[src/rtl/aifl_pkg.sv]
package aifl_pkg;
   // serial command byte: [7:6] device address, [5:2] register address, [1:0] command type
   localparam logic [1:0] DEV_ADDR = 2'h1; // arbitrary value
   localparam logic [1:0] CMD_FAST = 2'h0;
   localparam logic [1:0] CMD_SREAD = 2'h1;
   localparam logic [1:0] CMD_IWRITE = 2'h2;
   localparam logic [1:0] CMD_IREAD = 2'h3;
   localparam logic [3:0] ADDR_RESULT = 4'h0;
   localparam logic [3:0] ADDR_IRQ = 4'h5;
   localparam logic [3:0] ADDR_LOCK = 4'hD;
   localparam logic [3:0] FAST_START = 4'hA;
   localparam logic [7:0] UNLOCK_KEY = 8'hA5;
   localparam logic [7:0] LOCK_RESET = 8'hA5;
   // edge counts inside a frame
   localparam logic [4:0] ADDR_EDGES = 5'h02;
   localparam logic [4:0] BYTE_EDGES = 5'h08;
   localparam logic [4:0] FIRST_DATA_FALL = 5'h09;
   localparam logic [4:0] TWO_BYTE_EDGES = 5'h10;
   // timing in digital master clock periods
   localparam logic [15:0] DR_EARLY_TICKS = 16'h0010;
   localparam logic [15:0] START_PULSE_TICKS = 16'h0010;
   // status byte: [7:6] address echo, [5:3] fill, [2] data ready, [1] checksum, [0] power-on
   localparam logic [2:0] STATUS_FILL = 3'h7;
   // interrupt register: [6] data ready, [5] checksum, [4] power-on, [3:2] pin mode, [0] start pulse enable
   localparam int IRQ_MODE_LO = 2;
   localparam int IRQ_MODE_HI = 3;
   localparam int IRQ_STP_EN = 0;
   localparam logic [1:0] PIN_MODE_RESET = 2'h0;
   localparam logic STP_EN_RESET = 1'b1;
   // synchroniser lanes and their idle levels: cs_n, sck, sdi, avdd ok, dvdd ok
   localparam int SYNC_W = 5;
   localparam logic [4:0] SYNC_RESET = 5'h10;
   typedef enum logic [1:0] {AIFL_IDLE, AIFL_CMD, AIFL_DATA, AIFL_SKIP} aifl_state_t;
endpackage

[src/rtl/aifl_sync.sv]
`timescale 1ns/10ps
module aifl_sync #(
   parameter int W = 1,
   parameter logic [W-1:0] RST = '0
) (
   // clock and reset
   input wire logic sysClk,
   input wire logic reset,
   // asynchronous in, synchronised out
   input wire logic [W-1:0] d,
   output logic [W-1:0] q
);
   typedef struct packed {
      logic [W-1:0] s1;
      logic [W-1:0] s2;
   } aifl_sync_t;

   aifl_sync_t r_reg, r_next;

   always_comb begin
      r_next.s1 = d;
      r_next.s2 = r_reg.s1;
   end

   always_ff @(posedge sysClk) begin
      if (reset) begin
         r_reg <= '{s1: RST, s2: RST};
      end else begin
         r_reg <= r_next;
      end
   end

   assign q = r_reg.s2;
endmodule

[src/rtl/aifl_flags.sv]
`timescale 1ns/10ps
// Function
// - snapshot status flags once device address matches; shift as status byte each command
// - clear reported status-byte flags at last falling sck of status byte
// - interrupt register at address 0x5, snapshot at start of its read
// - clear interrupt register flags to one at last falling sck of its read
// - pin mode upper bit 0: every source may pull the pin low
// - pin mode upper bit 1: only power-on and checksum sources pull low
// - start pulse pin indication self-releases after start pulse duration
// - data-ready pin released by first data-byte falling sck of a result read, or 16 ticks early in continuous mode only
// - power-on pin released by cs falling edge while both supplies are good
// - checksum pin released by lock write 0xA5 or start fast command
// - data-ready event raised with master clock at each end of conversion
// - status byte data-ready bit 0 while pending, 1 after, 0 on new event
// - data-ready event between interrupt register reads makes later read 0
// - interrupt pin falls at once on data ready when mode allows
// - start pulse only on pin, gated by enable bit, default enabled
// - first status byte after power-up shows power-on bit low
// - checksum error outranks all sources but power-on, and the bitstream
module aifl_flags (
   // clock and reset
   input wire logic sysClk,
   input wire logic reset,
   // serial pins
   input wire logic csN,
   input wire logic sck,
   input wire logic sdi,
   output logic sdoOut,
   output logic sdoOe,
   // supply monitors
   input wire logic avddOk,
   input wire logic dvddOk,
   // converter core, same clock
   input wire logic dmclkTick,
   input wire logic drEvent,
   input wire logic convStartEvent,
   input wire logic crcErrEvent,
   input wire logic continuousMode,
   input wire logic [15:0] convLengthTicks,
   input wire logic modulatorBit,
   // interrupt pin and lock state
   output logic irqOut,
   output logic irqOe,
   output logic registerMapLocked
);
   typedef struct packed {
      aifl_pkg::aifl_state_t st;
      logic sckPrev;
      logic csPrev;
      logic [4:0] riseCnt;
      logic [4:0] fallCnt;
      logic [7:0] shiftIn;
      logic [7:0] cmd;
      logic [7:0] outByte;
      logic snapTaken;
      logic [2:0] statusSnap;
      logic [2:0] irqSnap;
      logic drStatus;
      logic crcStatus;
      logic porStatus;
      logic drIrq;
      logic crcIrq;
      logic porIrq;
      logic drPin;
      logic crcPin;
      logic porPin;
      logic stpPin;
      logic drArm;
      logic [15:0] stpCount;
      logic [15:0] drCount;
      logic [1:0] pinMode;
      logic stpEnable;
      logic [7:0] lockKey;
      logic sdoOut;
      logic sdoOe;
      logic irqOut;
      logic irqOe;
      logic locked;
   } aifl_regs_t;

   function automatic logic aifl_is_read(input logic [1:0] t);
      return (t == aifl_pkg::CMD_SREAD) || (t == aifl_pkg::CMD_IREAD);
   endfunction

   aifl_regs_t r_reg, r_next;
   logic [4:0] syncQ;
   logic csS, sckS, sdiS, suppliesOk;
   logic sckRise, sckFall, csFall;
   logic statusClr, irqClr, unlockWr, fastStart, resultFall, porCond, crcSet;

   aifl_sync #(.W(aifl_pkg::SYNC_W), .RST(aifl_pkg::SYNC_RESET)) u_sync (
      .sysClk(sysClk),
      .reset(reset),
      .d({csN, sck, sdi, avddOk, dvddOk}),
      .q(syncQ)
   );
   assign {csS, sckS, sdiS} = syncQ[4:2];
   assign suppliesOk = syncQ[1] & syncQ[0];

   ////////////////////////////////////////////////////////////////////////
   always_comb begin
      r_next = r_reg;
      sckRise = sckS & ~r_reg.sckPrev & ~csS;
      sckFall = ~sckS & r_reg.sckPrev & ~csS;
      csFall = ~csS & r_reg.csPrev;
      statusClr = 1'b0;
      irqClr = 1'b0;
      unlockWr = 1'b0;
      fastStart = 1'b0;
      resultFall = 1'b0;
      porCond = ~suppliesOk;
      crcSet = crcErrEvent & r_reg.locked;
      r_next.sckPrev = sckS;
      r_next.csPrev = csS;

      // serial frame
      if (csS) begin
         r_next.st = aifl_pkg::AIFL_IDLE;
         r_next.sdoOe = 1'b0;
      end else if (csFall) begin
         r_next.st = aifl_pkg::AIFL_CMD;
         r_next.riseCnt = '0;
         r_next.fallCnt = '0;
         r_next.snapTaken = 1'b0;
         // stale command must not clear flags in a refused frame
         r_next.cmd = '0;
         r_next.outByte = {aifl_pkg::DEV_ADDR, 6'h3F};
         r_next.sdoOe = 1'b1;
      end else if (r_reg.st != aifl_pkg::AIFL_IDLE) begin
         if (sckRise) begin
            r_next.shiftIn = {r_reg.shiftIn[6:0], sdiS};
            r_next.riseCnt = r_reg.riseCnt + 5'h01;
            if (r_next.riseCnt == aifl_pkg::ADDR_EDGES) begin
               if (r_next.shiftIn[1:0] == aifl_pkg::DEV_ADDR) begin
                  // snapshot all three together so the byte is coherent
                  r_next.snapTaken = 1'b1;
                  r_next.statusSnap = {r_reg.drStatus, r_reg.crcStatus, r_reg.porStatus};
                  r_next.outByte[5:0] = {aifl_pkg::STATUS_FILL, ~r_reg.drStatus, ~r_reg.crcStatus,
                     ~r_reg.porStatus};
               end else begin
                  r_next.st = aifl_pkg::AIFL_SKIP;
                  r_next.sdoOe = 1'b0;
               end
            end else if (r_next.riseCnt == aifl_pkg::BYTE_EDGES && r_reg.st == aifl_pkg::AIFL_CMD) begin
               r_next.cmd = r_next.shiftIn;
               if (r_next.shiftIn[1:0] == aifl_pkg::CMD_FAST) begin
                  fastStart = (r_next.shiftIn[5:2] == aifl_pkg::FAST_START);
                  r_next.st = aifl_pkg::AIFL_SKIP;
               end else begin
                  r_next.st = aifl_pkg::AIFL_DATA;
               end
            end else if (r_next.riseCnt == aifl_pkg::TWO_BYTE_EDGES && r_reg.st == aifl_pkg::AIFL_DATA) begin
               if (r_reg.cmd[1:0] == aifl_pkg::CMD_IWRITE) begin
                  if (r_reg.cmd[5:2] == aifl_pkg::ADDR_IRQ) begin
                     r_next.pinMode = r_next.shiftIn[aifl_pkg::IRQ_MODE_HI:aifl_pkg::IRQ_MODE_LO];
                     r_next.stpEnable = r_next.shiftIn[aifl_pkg::IRQ_STP_EN];
                  end else if (r_reg.cmd[5:2] == aifl_pkg::ADDR_LOCK) begin
                     r_next.lockKey = r_next.shiftIn;
                     unlockWr = (r_next.shiftIn == aifl_pkg::UNLOCK_KEY);
                  end
               end
               r_next.st = aifl_pkg::AIFL_SKIP;
            end
         end
         if (sckFall) begin
            r_next.fallCnt = r_reg.fallCnt + 5'h01;
            if (r_next.fallCnt == aifl_pkg::BYTE_EDGES) begin
               statusClr = r_reg.snapTaken;
               r_next.outByte = '0;
               if (r_reg.st == aifl_pkg::AIFL_DATA && aifl_is_read(r_reg.cmd[1:0])
                   && r_reg.cmd[5:2] == aifl_pkg::ADDR_IRQ) begin
                  r_next.irqSnap = {r_reg.drIrq, r_reg.crcIrq, r_reg.porIrq};
                  r_next.outByte = {1'b0, ~r_reg.drIrq, ~r_reg.crcIrq, ~r_reg.porIrq,
                     r_reg.pinMode, 1'b0, r_reg.stpEnable};
               end
            end else if (r_next.fallCnt == aifl_pkg::FIRST_DATA_FALL && r_reg.st != aifl_pkg::AIFL_SKIP
                         && aifl_is_read(r_reg.cmd[1:0]) && r_reg.cmd[5:2] == aifl_pkg::ADDR_RESULT) begin
               resultFall = 1'b1;
            end else if (r_next.fallCnt == aifl_pkg::TWO_BYTE_EDGES && aifl_is_read(r_reg.cmd[1:0])
                         && r_reg.cmd[5:2] == aifl_pkg::ADDR_IRQ) begin
               irqClr = 1'b1;
               r_next.st = aifl_pkg::AIFL_SKIP;
            end
         end
      end
      r_next.sdoOut = r_next.outByte[~r_next.fallCnt[2:0]];
      r_next.locked = (r_next.lockKey != aifl_pkg::UNLOCK_KEY);

      // flags: a set in the same cycle as a clear wins
      r_next.drStatus = drEvent | (r_reg.drStatus & ~(statusClr & r_reg.statusSnap[2]));
      r_next.crcStatus = crcSet | (r_reg.crcStatus & ~(statusClr & r_reg.statusSnap[1]));
      r_next.porStatus = porCond | (r_reg.porStatus & ~(statusClr & r_reg.statusSnap[0]));
      r_next.drIrq = drEvent | (r_reg.drIrq & ~(irqClr & r_reg.irqSnap[2]));
      r_next.crcIrq = crcSet | (r_reg.crcIrq & ~(irqClr & r_reg.irqSnap[1]));
      r_next.porIrq = porCond | (r_reg.porIrq & ~(irqClr & r_reg.irqSnap[0]));

      // start pulse countdown in master clock ticks
      if (convStartEvent) begin
         r_next.stpPin = 1'b1;
         r_next.stpCount = aifl_pkg::START_PULSE_TICKS;
      end else if (r_reg.stpPin && dmclkTick) begin
         r_next.stpCount = r_reg.stpCount - 16'h0001;
         r_next.stpPin = (r_reg.stpCount != 16'h0001);
      end

      // data ready pin with early automatic release
      if (drEvent) begin
         r_next.drPin = 1'b1;
         r_next.drArm = (convLengthTicks > aifl_pkg::DR_EARLY_TICKS);
         r_next.drCount = convLengthTicks - aifl_pkg::DR_EARLY_TICKS;
      end else begin
         if (r_reg.drArm && dmclkTick) begin
            r_next.drCount = r_reg.drCount - 16'h0001;
            if (r_reg.drCount == 16'h0001) begin
               r_next.drArm = 1'b0;
               if (continuousMode) begin
                  r_next.drPin = 1'b0;
               end
            end
         end
         if (resultFall) begin
            r_next.drPin = 1'b0;
         end
      end

      r_next.porPin = porCond | (r_reg.porPin & ~(csFall & suppliesOk));
      r_next.crcPin = crcSet | (r_reg.crcPin & ~(unlockWr | fastStart));

      // pin: power-on and checksum force low over everything, bitstream included
      if (r_next.porPin || r_next.crcPin) begin
         r_next.irqOut = 1'b0;
      end else if (r_next.pinMode[1]) begin
         r_next.irqOut = modulatorBit;
      end else begin
         r_next.irqOut = ~(r_next.drPin | (r_next.stpEnable & r_next.stpPin));
      end
      r_next.irqOe = r_next.pinMode[0] | ~r_next.irqOut;
   end

   always_ff @(posedge sysClk) begin
      if (reset) begin
         r_reg <= '0;
         r_reg.st <= aifl_pkg::AIFL_IDLE;
         r_reg.csPrev <= 1'b1;
         // power-up counts as a power-on event on all three paths
         r_reg.porStatus <= 1'b1;
         r_reg.porIrq <= 1'b1;
         r_reg.porPin <= 1'b1;
         r_reg.pinMode <= aifl_pkg::PIN_MODE_RESET;
         r_reg.stpEnable <= aifl_pkg::STP_EN_RESET;
         r_reg.lockKey <= aifl_pkg::LOCK_RESET;
         r_reg.irqOe <= 1'b1;
      end else begin
         r_reg <= r_next;
      end
   end

   assign sdoOut = r_reg.sdoOut;
   assign sdoOe = r_reg.sdoOe;
   assign irqOut = r_reg.irqOut;
   assign irqOe = r_reg.irqOe;
   assign registerMapLocked = r_reg.locked;
endmodule

[config.mk]
export PLATFORM = sky130hd
export DESIGN_NAME = aifl_flags
export DESIGN_NICKNAME = d
export VERILOG_FILES = /design/src/rtl/aifl_pkg.sv /design/src/rtl/aifl_sync.sv /design/src/rtl/aifl_flags.sv
export SDC_FILE = /design/constraint.sdc
export NUM_CORES = 1
export LEC_CHECK = 0
export ABC_AREA = 1
export ABC_CLOCK_PERIOD_IN_PS = 2400
export BUFFER_PORTS_ARGS = -buffer_cell sky130_fd_sc_hd__buf_2
export CAP_MARGIN = 0
export CORE_ASPECT_RATIO = 0.9
export CORE_MARGIN = 2
export CORE_UTILIZATION = 50
export CTS_CLUSTER_DIAMETER = 100
export DETAILED_ROUTE_END_ITERATION = 12
export PLACE_DENSITY_LB_ADDON = 0.2
export SYNTH_ARGS = -nofsm -noshare
export SYNTH_HDL_FRONTEND = slang
export SYNTH_HIERARCHICAL = 1
export SYNTH_SLANG_ARGS = --single-unit
export TNS_END_PERCENT = 100
[constraint.sdc]
create_clock -name sysClk -period 2.4 [get_ports sysClk]
set_clock_uncertainty 0.2 [all_clocks]
set_input_delay 0.12 -clock sysClk [delete_from_list [all_inputs] [get_ports sysClk]]
set_output_delay 0.12 -clock sysClk [all_outputs]
set_load 0.01 [all_outputs]
==> flow_summary.yaml <==
timing:
  min_period_ns: 2.241
  max_freq_mhz: 446.3
  rsz0062_at_grt: "true"
  setup_tns_ns: 0
  slew_headroom: 0.5446
  drv_slew: 0
  fin_crit_sh: 0.9336
  tightestPinTransition_ns: 0.6823
  setup_slack_ns: 0.1595
  setup_viol: 0
  final_hold_viol_count: 0
worst_setup_path:
  r2r_cells: 12
  worstSetupEndpoint: "r_reg[48]"
  cp-start-kind: "primary input"
  worst_path_max_delay_cell: "dlygate4sd3_1"
  critPathCaptureType: "flip-flop"
  worst-path-max-fanout: 4
  max_stage_delay_ns: 0.58
  crit_path_cell_trace: "dlygate4sd3_1, buf_2, inv_1, ha_1, nand2_1, nor2_4, a31o_2, nand3_1, nor4_2, dlygate4sd3_1, nor3_1"
  crit_start: "convLengthTicks[4]"
  reg2reg_to: "registerMapLocked"
  cp_data_required_time_ns: 2.43
  cpMostUsedCell: "dlygate4sd3_1"
  reg2reg_slack_ns: 0.17
  cp.arrival_ns: 2.27
  reg2reg_from: "r_reg[96]"
  worstSetupPathType: "in -> reg"
layout:
  stdcell_area_um2: 6583
  fin_cells: 1043
  diodes: 0
  area_delta_synth_final_pct: 16.96
  drive_above_1_share: 0.1279
  largest_reg_flops: 96
  num-fill-cells: 1044
  final_nets: 928
global_route:
  grt_pass1_wl_mm: 22.87
  grt_max_degree: 35
  grt_pass1_vias: 5094
  antenna_found_initial: 0
  grt_overflow: 0
  gr-usage-all-layers: 0.2324
floorplan:
  rows: 36
  fp.dieH_um: 104.7
  start_util: 0.5163
  dieArea_um2: 12120
  dieWidth_um: 115.8
  core_area_um2: 10900
  num_io_pins: 34
synth:
  ys_top_cells_by_area: "dfxtp_1 39%, nand2_1 11%, inv_1 8.7%"
  yosysUniqueCellTypes: 45
  syn_inst: 826
  netlist_area_um2: 5628
  ys.flop_type: "dfxtp_1"
  ys_seq_area_frac: 0.3948
  synthArstFlopShare: 0
  avgSynthCellArea_um2: 6.813
  ys.warnings.count: 6
  synth-seq-cells: 111
  synth_edf_count: 0
  netlist.area_leader.share: 0.3948
  syn_nets: 867
  yosys.area.top_type: "dfxtp_1"
drt:
  firstDrtPassIters: 5
  wl_per_cell_um: 13.07
  viasPerCell: 5.227
  route.detailed.drc: 0
  routed_wl_mm: 13.63
  vias: 5452
  route.antenna.remaining_nets: 0
  drt_iter0_drc: 398
job:
  drv_cap: 0
pwr:
  power.static_leakage_nw: 2.903
  ir_drop_v: 0.0004176
  p_total_mw: 3.793
  power_density_nw_per_um2: 576.2
placement:
  post-place-cells: 1004
  placed_cell_area_um2: 5986
  port_buffers: 33
  dp_slack_ns: 0.1079
  hpwl_mm: 9.946
  globalplace.congestion: 0.9296
clock_network:
  numClockSinks: 111
  clkTransAtPathRegs_ns: 0.07
  clk_latency_ns: 0.35
  numCtsBuffers: 9
  htreeDepth: 3
  cts_tree: "done"
  clockBufferDepth: 2
  root_buffer: "clkbuf_16"
worst_hold_path:
  min_path_type: "in -> reg"
status:
  status: "finished clean"
[per-layer routing]
metal / GRT usage / share of wire / vias to the layer above
li1: - / - / 2793
met5: 0 / 0 / -
met3: 0.05046 / 0.055 / 19
met4: 0.07143 / 0.018 / 0
met1: 0.3231 / 0.48 / 2500
met2: 0.3596 / 0.45 / 140
[area by class of cell]
class / count / area [um^2] / share of cell area
clock buffer: 10 / 239.0 / 0.03630
clock inverter: 5 / 51.30 / 0.007793
inverter: 137 / 514.2 / 0.07812
multi-input combinational: 558 / 2865 / 0.4353
sequential: 111 / 2231 / 0.3389
tap: 152 / 190.2 / 0.02889
timing repair buffer: 70 / 491.7 / 0.07470
[critical path: cells and delay by family]
family                   cells  cell delay [ns]
buffers and inverters        4             1.30
AND/OR/NAND/NOR              5             0.53
adder cells (fa/ha/maj)      1             0.17
AO/OA/AOI/OAI                1             0.15
[cell usage in the layout, fill, tap and decap left out, drive strengths merged, types with 18 or more instances in the layout]
cell | Yosys | routed
inv | 136 | 139
nand3 | 53 | 53
a21oi | 54 | 54
nor3 | 20 | 20
dfxtp | 111 | 111
nor2 | 118 | 118
o21ai | 45 | 45
dlygate4sd3 | 0 | 18
nand4 | 19 | 19
buf | 4 | 52
nand2 | 169 | 169
[Yosys cell counts (2+ instances only)]
| library cell | count |
|---|---|
| nor2_1 | 111 |
| nand3_2 | 2 |
| nand2_2 | 5 |
| o221ai_1 | 3 |
| nand2_1 | 163 |
| ha_1 | 12 |
| o21ai_1 | 7 |
| clkbuf_1 | 16 |
| or2_2 | 8 |
| xnor2_1 | 6 |
| inv_2 | 5 |
| a211oi_1 | 9 |
| xor2_1 | 7 |
| a21oi_1 | 54 |
| a311oi_1 | 2 |
| nand3_1 | 51 |
| o21ai_0 | 37 |
| a31oi_1 | 6 |
| nor4_1 | 7 |
| dfxtp_1 | 111 |
| nor3_1 | 19 |
| nor2_2 | 3 |
| o22ai_1 | 3 |
| buf_6 | 2 |
| o21bai_1 | 2 |
| o211ai_1 | 4 |
| nand4_1 | 19 |
| nor2_4 | 4 |
| inv_1 | 131 |
| a22oi_1 | 2 |
[metrics by stage]
stage | hold WS, ns | util
after floorplan | 0.01182 | -
after global placement | 0.1032 | 0.5491
after CTS | 0.006874 | 0.5923
final | 0.008898 | 0.6039
after detailed placement | 0.1052 | 0.5491
after global routing | 0.02990 | 0.6039
[worst min path at each step]
stage                            end  cells after the start                start
floorplan           u_sync/r_next[4]                      2                  csN
global placement    u_sync/r_next[4]                      3                  csN
detailed placement  u_sync/r_next[4]                      3                  csN
CTS                        r_reg[28]                      5  convLengthTicks[12]
global route               r_reg[28]                      5  convLengthTicks[12]
finish                     r_reg[28]                      5  convLengthTicks[12]
[report_power, final]
part	internal (mW)	total (mW)	leakage [nW]	switching, mW
registers	1.90	1.93	0.907	0.0396
logic	0.147	0.384	1.85	0.237
clock network	0.750	1.47	0.143	0.724
[logic make-up after synthesis]
family                   count (synthesis)  share of synthesized area
AO/OA/AOI/OAI                          136                     0.1392
XOR/XNOR                                13                    0.02023
adder cells (fa/ha/maj)                 12                    0.02668
buffers and inverters                  157                     0.1083
flip-flops                             111                     0.3948
AND/OR/NAND/NOR                        397                     0.3108
[timing repair]
action                                  CTS  global route
endpoints found under the setup margin    0            10
resized for setup                         0            24
hold buffers                             18             0
hold endpoints to repair                 23             0
buffers inserted                          0             6
(Power assumes the default switching activity.)
